[src/rtl/thl_pkg.sv]
// Constants, register map and mode codes of the hardware limit timer.
package thl_pkg;
    // ****************************************
    // Register map
    // ****************************************
    localparam logic [7:0] THL_ADR_COUNT = 8'h00;
    localparam logic [7:0] THL_ADR_PERIOD = 8'h04;
    localparam logic [7:0] THL_ADR_CTRL = 8'h08;
    localparam int THL_RUN_BIT = 7;
    localparam int THL_MODE_LSB = 0;
    localparam int THL_MODE_W = 5;
    localparam int THL_CNT_W = 8;
    localparam logic [7:0] THL_COUNT_RST = 8'h00;
    localparam logic [7:0] THL_PERIOD_RST = 8'hFF;
    localparam logic [1:0] THL_HOLD_TICKS = 2'h2;
    // ****************************************
    // Mode codes
    // ****************************************
    localparam logic [4:0] THL_M_FREE = 5'h00;
    localparam logic [4:0] THL_M_LIM_ANY = 5'h03;
    localparam logic [4:0] THL_M_LIM_RISE = 5'h04;
    localparam logic [4:0] THL_M_LIM_FALL = 5'h05;
    localparam logic [4:0] THL_M_LVL_LOW = 5'h06;
    localparam logic [4:0] THL_M_LVL_HIGH = 5'h07;
    localparam logic [4:0] THL_M_OS_SW = 5'h08;
    localparam logic [4:0] THL_M_OS_RISE = 5'h09;
    localparam logic [4:0] THL_M_OS_FALL = 5'h0A;
    localparam logic [4:0] THL_M_OS_ANY = 5'h0B;
    localparam logic [4:0] THL_M_OSL_RISE = 5'h0C;
    localparam logic [4:0] THL_M_OSL_FALL = 5'h0D;
    localparam logic [4:0] THL_M_LRE_LOW = 5'h0E;
    localparam logic [4:0] THL_M_LRE_HIGH = 5'h0F;
    localparam logic [4:0] THL_M_MONO_RISE = 5'h11;
    localparam logic [4:0] THL_M_MONO_FALL = 5'h12;
    localparam logic [4:0] THL_M_MONO_ANY = 5'h13;
    localparam logic [4:0] THL_M_LOS_LOW = 5'h16;
    localparam logic [4:0] THL_M_LOS_HIGH = 5'h17;
    typedef struct packed {
        logic ack;
        logic [31:0] rdata;
        logic [7:0] count;
        logic [7:0] period;
        logic [4:0] mode;
        logic run;
        logic armed;
        logic ers_s1;
        logic ers_s2;
        logic ers_prev;
        logic tck_s1;
        logic tck_s2;
        logic tck_prev;
        logic pend_rise;
        logic pend_fall;
        logic lvl_h1;
        logic lvl_h2;
        logic [1:0] hold;
    } thl_state_s;
endpackage

[src/rtl/thl_timer.sv]
// Eight-bit period timer with hardware limit, one-shot and monostable modes.
`timescale 1ns/1ns
// ****************************************
// Overview of operation
// - Running count increments, wraps to zero after match.
// - Edge limit modes reset count on selected edge.
// - Level limit modes reset count at selected level.
// - Level limit modes ignore signal while stopped.
// - Level reset acts two ticks after assertion.
// - Counting resumes two ticks after level release.
// - Software one-shot clears run bit at match.
// - Software one-shot pauses and resumes with run bit.
// - One-shot match clears run, holds count zero.
// - Edge one-shot starts on edge after run set.
// - Stopping edge one-shot needs a new start edge.
// - Edge limit one-shot starts first edge, resets later.
// - After reset edge, counting resumes two ticks later.
// - Edge limit one-shot clears run at match.
// - Level reset held; start on transition to inactive.
// - After run cleared, fresh start edge required.
// - Monostable starts on edge, stops at match.
// - Monostable match stops at zero, run stays.
// - Level one-shot counts when run and not reset.
// - After run cleared, reset held until both conditions.
// ****************************************
module thl_timer
    import thl_pkg::*;
(
    input wire logic clk_i,
    input wire logic rst_i,
    input wire logic wb_cyc_i,
    input wire logic wb_stb_i,
    input wire logic wb_we_i,
    input wire logic [7:0] wb_adr_i,
    input wire logic [3:0] wb_sel_i,
    input wire logic [31:0] wb_dat_i,
    output logic [31:0] wb_dat_o,
    output logic wb_ack_o,
    input wire logic timer_clk_i,
    input wire logic ext_reset_signal_i,
    output logic [7:0] count_value_o,
    output logic run_o
);
    thl_state_s st_r;
    thl_state_s st_nxt;

    // ****************************************
    // Next state
    // ****************************************
    always_comb
    begin
        logic tick;
        logic rise;
        logic fall;
        logic e_rise;
        logic e_fall;
        logic e_any;
        logic match;
        logic req;
        logic lvl;
        logic [7:0] inc;
        tick = 1'b0;
        rise = 1'b0;
        fall = 1'b0;
        e_rise = 1'b0;
        e_fall = 1'b0;
        e_any = 1'b0;
        match = 1'b0;
        req = 1'b0;
        lvl = 1'b0;
        inc = 8'h00;
        st_nxt = st_r;
        // The first stage of each synchroniser feeds only the second stage.
        st_nxt.ers_s1 = ext_reset_signal_i;
        st_nxt.ers_s2 = st_r.ers_s1;
        st_nxt.ers_prev = st_r.ers_s2;
        st_nxt.tck_s1 = timer_clk_i;
        st_nxt.tck_s2 = st_r.tck_s1;
        st_nxt.tck_prev = st_r.tck_s2;
        tick = st_r.tck_s2 & ~st_r.tck_prev;
        rise = st_r.ers_s2 & ~st_r.ers_prev;
        fall = ~st_r.ers_s2 & st_r.ers_prev;
        // Edges seen while run is set are kept until the next timer tick, so a slow timer clock misses none.
        e_rise = st_r.pend_rise | rise;
        e_fall = st_r.pend_fall | fall;
        e_any = e_rise | e_fall;
        st_nxt.pend_rise = st_r.run & e_rise & ~tick;
        st_nxt.pend_fall = st_r.run & e_fall & ~tick;
        match = (st_r.count == st_r.period);
        inc = st_r.count + 8'h01;
        if (st_r.mode == THL_M_LOS_LOW || st_r.mode == THL_M_LVL_LOW)
        begin
            lvl = ~st_r.ers_s2;
        end
        else if (st_r.mode == THL_M_LRE_LOW)
        begin
            lvl = ~st_r.ers_s2;
        end
        else
        begin
            lvl = st_r.ers_s2;
        end
        if (!st_r.run)
        begin
            st_nxt.armed = 1'b0;
            st_nxt.lvl_h1 = 1'b0;
            st_nxt.lvl_h2 = 1'b0;
            st_nxt.hold = 2'h0;
        end
        else if (tick)
        begin
            case (st_r.mode)
                THL_M_FREE:
                begin
                    st_nxt.count = match ? THL_COUNT_RST : inc;
                end
                THL_M_LIM_ANY, THL_M_LIM_RISE, THL_M_LIM_FALL:
                begin
                    if (match || (st_r.mode == THL_M_LIM_ANY && e_any) || (st_r.mode == THL_M_LIM_RISE && e_rise)
                        || (st_r.mode == THL_M_LIM_FALL && e_fall))
                    begin
                        st_nxt.count = THL_COUNT_RST;
                    end
                    else
                    begin
                        st_nxt.count = inc;
                    end
                end
                THL_M_LVL_LOW, THL_M_LVL_HIGH:
                begin
                    st_nxt.lvl_h1 = lvl;
                    st_nxt.lvl_h2 = st_r.lvl_h1;
                    if (st_r.lvl_h2 || match)
                    begin
                        st_nxt.count = THL_COUNT_RST;
                    end
                    else
                    begin
                        st_nxt.count = inc;
                    end
                end
                THL_M_OS_SW:
                begin
                    if (match)
                    begin
                        st_nxt.count = THL_COUNT_RST;
                        st_nxt.run = 1'b0;
                    end
                    else
                    begin
                        st_nxt.count = inc;
                    end
                end
                THL_M_OS_RISE, THL_M_OS_FALL, THL_M_OS_ANY,
                THL_M_MONO_RISE, THL_M_MONO_FALL, THL_M_MONO_ANY:
                begin
                    req = (st_r.mode[1:0] == 2'h1) ? e_rise : ((st_r.mode[1:0] == 2'h2) ? e_fall : e_any);
                    if (!st_r.armed)
                    begin
                        st_nxt.armed = req;
                    end
                    else if (match)
                    begin
                        st_nxt.count = THL_COUNT_RST;
                        st_nxt.armed = 1'b0;
                        st_nxt.run = st_r.mode[4];
                    end
                    else
                    begin
                        st_nxt.count = inc;
                    end
                end
                THL_M_OSL_RISE, THL_M_OSL_FALL:
                begin
                    req = (st_r.mode == THL_M_OSL_RISE) ? e_rise : e_fall;
                    if (!st_r.armed)
                    begin
                        st_nxt.armed = req;
                    end
                    else if (match)
                    begin
                        st_nxt.count = THL_COUNT_RST;
                        st_nxt.armed = 1'b0;
                        st_nxt.run = 1'b0;
                        st_nxt.hold = 2'h0;
                    end
                    else if (req)
                    begin
                        st_nxt.count = THL_COUNT_RST;
                        st_nxt.hold = THL_HOLD_TICKS - 2'h1;
                    end
                    else if (st_r.hold != 2'h0)
                    begin
                        st_nxt.hold = st_r.hold - 2'h1;
                    end
                    else
                    begin
                        st_nxt.count = inc;
                    end
                end
                THL_M_LRE_LOW, THL_M_LRE_HIGH:
                begin
                    req = (st_r.mode == THL_M_LRE_LOW) ? e_rise : e_fall;
                    if (lvl)
                    begin
                        st_nxt.count = THL_COUNT_RST;
                        st_nxt.armed = 1'b0;
                    end
                    else if (!st_r.armed)
                    begin
                        st_nxt.armed = req;
                    end
                    else if (match)
                    begin
                        st_nxt.count = THL_COUNT_RST;
                        st_nxt.armed = 1'b0;
                        st_nxt.run = 1'b0;
                    end
                    else
                    begin
                        st_nxt.count = inc;
                    end
                end
                THL_M_LOS_LOW, THL_M_LOS_HIGH:
                begin
                    if (lvl)
                    begin
                        st_nxt.count = THL_COUNT_RST;
                    end
                    else if (match)
                    begin
                        st_nxt.count = THL_COUNT_RST;
                        st_nxt.run = 1'b0;
                    end
                    else
                    begin
                        st_nxt.count = inc;
                    end
                end
                default:
                begin
                    st_nxt.count = st_r.count;
                end
            endcase
        end
        // Register access; a software write to the control word overrides a hardware clear in the same cycle.
        st_nxt.ack = wb_cyc_i & wb_stb_i & ~st_r.ack;
        if (wb_cyc_i && wb_stb_i && !st_r.ack)
        begin
            case (wb_adr_i)
                THL_ADR_COUNT:
                begin
                    st_nxt.rdata = {24'h000000, st_r.count};
                end
                THL_ADR_PERIOD:
                begin
                    st_nxt.rdata = {24'h000000, st_r.period};
                end
                THL_ADR_CTRL:
                begin
                    st_nxt.rdata = {24'h000000, st_r.run, 2'h0, st_r.mode};
                end
                default:
                begin
                    st_nxt.rdata = 32'h00000000;
                end
            endcase
            if (wb_we_i && wb_sel_i[0])
            begin
                case (wb_adr_i)
                    THL_ADR_COUNT:
                    begin
                        st_nxt.count = wb_dat_i[THL_CNT_W-1:0];
                    end
                    THL_ADR_PERIOD:
                    begin
                        st_nxt.period = wb_dat_i[THL_CNT_W-1:0];
                    end
                    THL_ADR_CTRL:
                    begin
                        st_nxt.run = wb_dat_i[THL_RUN_BIT];
                        st_nxt.mode = wb_dat_i[THL_MODE_LSB +: THL_MODE_W];
                    end
                    default:
                    begin
                        st_nxt.rdata = 32'h00000000;
                    end
                endcase
            end
        end
    end

    // ****************************************
    // State register
    // ****************************************
    always_ff @(posedge clk_i)
    begin
        if (rst_i)
        begin
            st_r <= '0;
            st_r.period <= THL_PERIOD_RST;
        end
        else
        begin
            st_r <= st_nxt;
        end
    end

    assign wb_ack_o = st_r.ack;
    assign wb_dat_o = st_r.rdata;
    assign count_value_o = st_r.count;
    assign run_o = st_r.run;
endmodule // thl_timer

[config.mk]
export PLATFORM = sky130hd
export DESIGN_NAME = thl_timer
export DESIGN_NICKNAME = d
export VERILOG_FILES = /design/src/rtl/thl_pkg.sv /design/src/rtl/thl_timer.sv
export SDC_FILE = /design/constraint.sdc
export NUM_CORES = 1
export LEC_CHECK = 0
export BUFFER_PORTS_ARGS = -buffer_cell sky130_fd_sc_hd__buf_2
export CORE_UTILIZATION = 48
export DETAILED_ROUTE_END_ITERATION = 10
export PLACE_DENSITY = 0.74
export REMOVE_ABC_BUFFERS = 1
export SYNTH_ARGS = -nofsm -noshare
export SYNTH_HDL_FRONTEND = slang
export SYNTH_SLANG_ARGS = --single-unit
[constraint.sdc]
create_clock -name clk_i -period 4.1 [get_ports clk_i]
set_input_delay 0.41 -clock clk_i [delete_from_list [all_inputs] [get_ports clk_i]]
set_output_delay 0.41 -clock clk_i [all_outputs]
set_load 0.03 [all_outputs]
==> Word-level counts from Yosys, hierarchy flattened <==
Index checks and enable logic that the tools add are counted.
{ "word_totals": {"inputBits": 51, "reg_bits": 68} }
{ "op_classes": {"add_sub_neg": 2, "bitwise_logic": 18, "n_reduce_logical": 31, "n_eq_ne": 23, "muxes": 44} }
{ "op_table": {"columns": ["op", "n"], "rows": [
  ["2-to-1 mux 8 bit", 14],
  ["one-hot mux 8 bit (7 select lines)", 1],
  ["2-to-1 mux 54 bit", 1],
  ["equality test 5 x 4 -> 1 bit, second input constant", 8],
  ["2-to-1 mux 32 bit", 1],
  ["equality test 5 bit, second input constant", 5],
  ["one-hot mux 8 bit (3 select lines)", 1],
  ["2-to-1 mux 22 bit", 1],
  ["equality test 5 x 3 -> 1 bit, second input constant", 4],
  ["2-to-1 mux 1 bit", 16],
  ["2-to-1 mux 2 bit", 6],
  ["OR reduction 2 bit", 6],
  ["AND 1 bit", 9],
  ["adder 8 x 1 -> 8 bit, second input constant", 1],
  ["equality test 8 x 3 -> 1 bit, second input constant", 1],
  ["equality test 8 x 4 -> 1 bit, second input constant", 1],
  ["equality test 8 bit", 1],
  ["logical NOT 8 bit", 1],
  ["logical AND 1 bit", 6],
  ["2-to-1 mux 6 bit", 1],
  ["inverter 1 bit", 6],
  ["AND reduction 3 bit", 2],
  ["nonzero test 3 bit", 2],
  ["OR reduction 3 bit", 2],
  ["14 further kinds", 21]
]} }

==> Logic depth before layout (Yosys ltp) <==
{ "logic_depth": {"ltp_word": 15, "ltp_mapped": 9, "mapped_depth_nobuf": 8} }

==> Worst setup path before layout <==
Ideal clock, no wire load.
{ "synth_timing": {"path_type": "reg2reg", "startpoint": "reg st_r, in the netlist wb_ack_o", "endpoint": "reg st_r, in the netlist count_value_o[5]", "synth_period_minus_slack_ns": 1.918, "setup_slack_ns": 2.182, "required_time_ns": 3.974, "stages_incl_launch_ff": 8, "n_path_buf": 2, "setup_time_ns": 0.126, "t_arrival_ns": 1.792, "path_cell_list": "dfxtp_1 > nand3b_1 > or2_1 > or4_1 > buf_2 > buf_6 > o211ai_1 > o22ai_1"} }
{ "synth_via": {"elab_chain_cells": 3} }
{ "synth_lines": {"columns": ["item", "line_no", "rtl"], "rows": [
  ["start: declaration", "thl_timer.sv:44", "thl_state_s st_r;"],
  ["start signal: assignment", "thl_timer.sv:305", "st_r <= st_nxt;"],
  ["logical NOT 1 bit", "thl_timer.sv:248", "if (wb_cyc_i && wb_stb_i && !st_r.ack)"],
  ["logical AND 1 bit", "thl_timer.sv:248", null],
  ["2-to-1 mux 22 bit", "thl_timer.sv:248", null]
]} }
No other way between the ends.
A chain may end at the register's enable or synchronous reset.

==> Worst setup path in the final report <==
{ "layout_timing": {"startpoint": "reg st_r[14] (netlist bit)", "endpoint": "reg st_r, in the netlist count_value_o[0]"} }
{ "layout_via": {"elab_chain_cells": 12, "elab_cells_between_ends": 48, "cone_classes": "18 x eq/ne; 15 x mux; 15 x reduce/logical"} }
{ "layout_lines": {"columns": ["item", "line_no", "rtl"], "rows": [
  ["parallel branches: the longest is 6 deep, another holds 2-to-1 mux 8 bit", null, null],
  ["one-hot mux 8 bit (7 select lines) *", "thl_timer.sv:112", "case (st_r.mode)"],
  ["2-to-1 mux 8 bit *", "thl_timer.sv:110", "else if (tick)"],
  ["2-to-1 mux 8 bit *", "thl_timer.sv:103", "if (!st_r.run)"],
  ["2-to-1 mux 8 bit", "thl_timer.sv:270", "case (wb_adr_i)"],
  ["2-to-1 mux 54 bit", "thl_timer.sv:268", "if (wb_we_i && wb_sel_i[0])"],
  ["2-to-1 mux 22 bit *", "thl_timer.sv:248", null]
]} }
Every way passes the cells marked *.

==> flow_summary.ini <==
[logic_synthesis]
yosysSeqAreaShare = 0.264
synth_compound_area_frac = 0.237
yosys.area.top_type = dfxtp_1
synth_edf_count = 0
synth_xor_xnor_area_share = 0.0526
muxShareOfSynthArea = 0.0575
synth-seq-cells = 44
async_flop_share = 0
yosys.area_share.simple = 0.227
syn_avg_cell_area_um2 = 7.95
synth_top_area_share = 0.264
yosys_warnings = 0
synth_cells = 419
yosysMostFrequentCell = buf_4
synth_top_family_by_area = compound AO/OA/AOI/OAI gates
synth_common_cells = 45 x buf_4, 44 x dfxtp_1, 35 x nand2_1, 35 x nor2_1, 18 x mux2i_1
ys_types = 64
synthFlopType = dfxtp_1
synthAdderAreaFrac = 0.00751
syn_area_um2 = 3330
synthTopCellsByArea = dfxtp_1 26%, buf_4 10%, mux2i_1 5.4%

[routing]
viasPerCell = 6.03
first_iter_violations = 213
dr.pass1.iters = 5
drt-total-wl_mm = 8.43
drtAntennaViolNets = 0
wire_per_inst_um = 16.9
drc_errors = 0
vias = 3002

[clock_network]
insertion_delay_ns = 0.30
path_clk_slew_ns = 0.09
root_buffer = clkbuf_8
hold_buffers = 0
post_cts_resized = 0
cts_buffers = 5
cts_tree = done
htree_levels = 2
clock_path_buffers = 2
cts_sinks = 44
cts_setup_buffers = 0

[worst_setup_path]
crit_chain = nor2b_1, o21bai_1, a211oi_2, o311ai_2, o211ai_1, a211oi_2
critPathRequiredTime_ns = 4.27
crit_path_max_fanout = 21
critPathSlowestCell = dfxtp_1
slowest_delay_ns = 0.83
critical-path-top-delay-family = compound AO/OA/AOI/OAI gates
worstSetupStartpointType = register
reg2reg_depth = 6
cp_data_arrival_time_ns = 2.93
critPathKind = reg2reg
path_depth = 6
end_kind = register
timing.critical_path.buf_inv = 0
path_common_cell = a211oi_2

[placed_design]
post-place-ws_ns = 1.49
post-dp-hpwl_mm = 6.04
numPlacedInstances = 490
place_congestion = 0.898
numPortBuffers = 41

[final_layout]
multi_input_area_um2 = 2030
fill_cells = 633
area_growth_pct = 0.413
fin_cells = 498
layout.nets = 473
seqCellArea_um2 = 881
diodes = 0
drive_above_1_share = 0.164

[power_and_ir_drop]
fin_total_pwr_uw = 787
leakagePower_uw = 0.00127
irDropWorstVdd_v = 0.000201
p_per_area_nw_per_um2 = 235

[global_route]
antenna_found_initial = 0
grt_pass1_wl_mm = 13.7
grt_max_degree = 28
first_global_vias = 2752
grtUsageTotal = 0.238
overflow = 0

[die]
placementRows = 29
dieArea_um2 = 7280
initial_core_util = 0.510
dieWidth_um = 85.3
core_um2 = 6530
die_h_um = 85.3
ios = 93

[sta]
fmax_mhz = 363
period_minus_slack_ns = 2.75
timing.hold.ws_ns = 0.320
setup_tns_ns = 0
setup_viol = 0
slew_headroom = 0.401
rsz0062_at_grt = no
hold_viol_final = 0
setup_ws_ns = 1.35
finClkSkew_ns = 0.0117
drv_slew = 0
worst_slew_pin_slew_ns = 0.897
fin_crit_sh = 0.672

[hold_path]
min_path_type = in2reg
hold_depth = 2

[run]
maxCapViolCount = 0

[outcome]
outcome = finished, final reports clean
[final cells by class]
| type | count | share of cell area |
|---|---|---|
| Clock buffer | 5 | 0.0206 |
| Clock inverter | 3 | 0.00561 |
| Inverter | 11 | 0.0123 |
| Multi-Input combinational cell | 316 | 0.606 |
| Sequential cell | 44 | 0.263 |
| Tap cell | 77 | 0.0288 |
| Timing Repair Buffer | 42 | 0.0636 |
[layer usage]
metal	global-route usage	share of wire
met4	0.0621	0.012
met5	0	0
met3	0.0467	0.072
met2	0.373	0.45
met1	0.335	0.46
[state kept, by name (all words and copies together) (netlist names)]
| register | count |
|---|---|
| st_r | 22 |
| wb_ack_o | 1 |
| run_o | 1 |
| st_nxt | 4 |
| count_value_o | 8 |
| wb_dat_o | 8 |
[cells in the final DEF (no fill, tap or decap), types with 5 or more instances in the layout]
cell type	Yosys	final
a211oi_1	12	12
buf_2	15	41
o21ai_0	15	15
nor2b_1	15	15
mux2i_1	18	18
or2_2	5	5
xnor2_1	17	17
o211ai_1	9	9
inv_1	10	10
conb_1	1	24
nor3_1	5	5
nor4_1	5	5
clkbuf_8	0	5
a22oi_1	10	10
dfxtp_1	44	44
o22ai_1	6	6
nand3_1	8	8
nor2_1	35	35
nand2_1	35	35
a31oi_1	7	7
a21oi_1	13	13
[stage by stage]
stage,utilization,area [um^2]
floorplan,-,2950
global placement,0.499,3260
detailed placement,0.499,3260
CTS,0.512,3340
global route,0.512,3340
finish,0.512,3340
[cells by family after synthesis]
| logic type | Yosys count |
|---|---|
| xor+xnor | 20 |
| fa+ha+maj | 2 |
| compound gates | 106 |
| other cells | 1 |
| simple gates | 145 |
| mux | 19 |
| flops | 44 |
| buf+inv | 82 |
[worst register-to-register path, delay by kind of cell (launching register included)]
family             cells  cell delay, ns
and+or+nand+nor        1            0.26
AOI/OAI and AO/OA      5            1.55
DFF                    1            0.83
[power breakdown]
group,switching [uW],total (uW),internal (uW)
combinational,60.9,79.9,19.0
clock,157,276,119
sequential,1.94,432,430
total,220,787,568
[worst paths after layout]
check / start / endpoint / slack [ns]
worst max-delay path: st_r[14]$_SDFFE_PP0P_ / count_value_o[0]$_SDFF_PP0_ / 1.35
worst min register to register: st_nxt[10]$_SDFF_PP0_ / st_nxt[9]$_SDFF_PP0_ / 0.45
worst max register to register: st_r[14]$_SDFFE_PP0P_ / count_value_o[0]$_SDFF_PP0_ / 1.35
worst min-delay path: timer_clk_i / st_nxt[7]$_SDFF_PP0_ / 0.32
No activity file was read; power rests on OpenSTA's default activity.
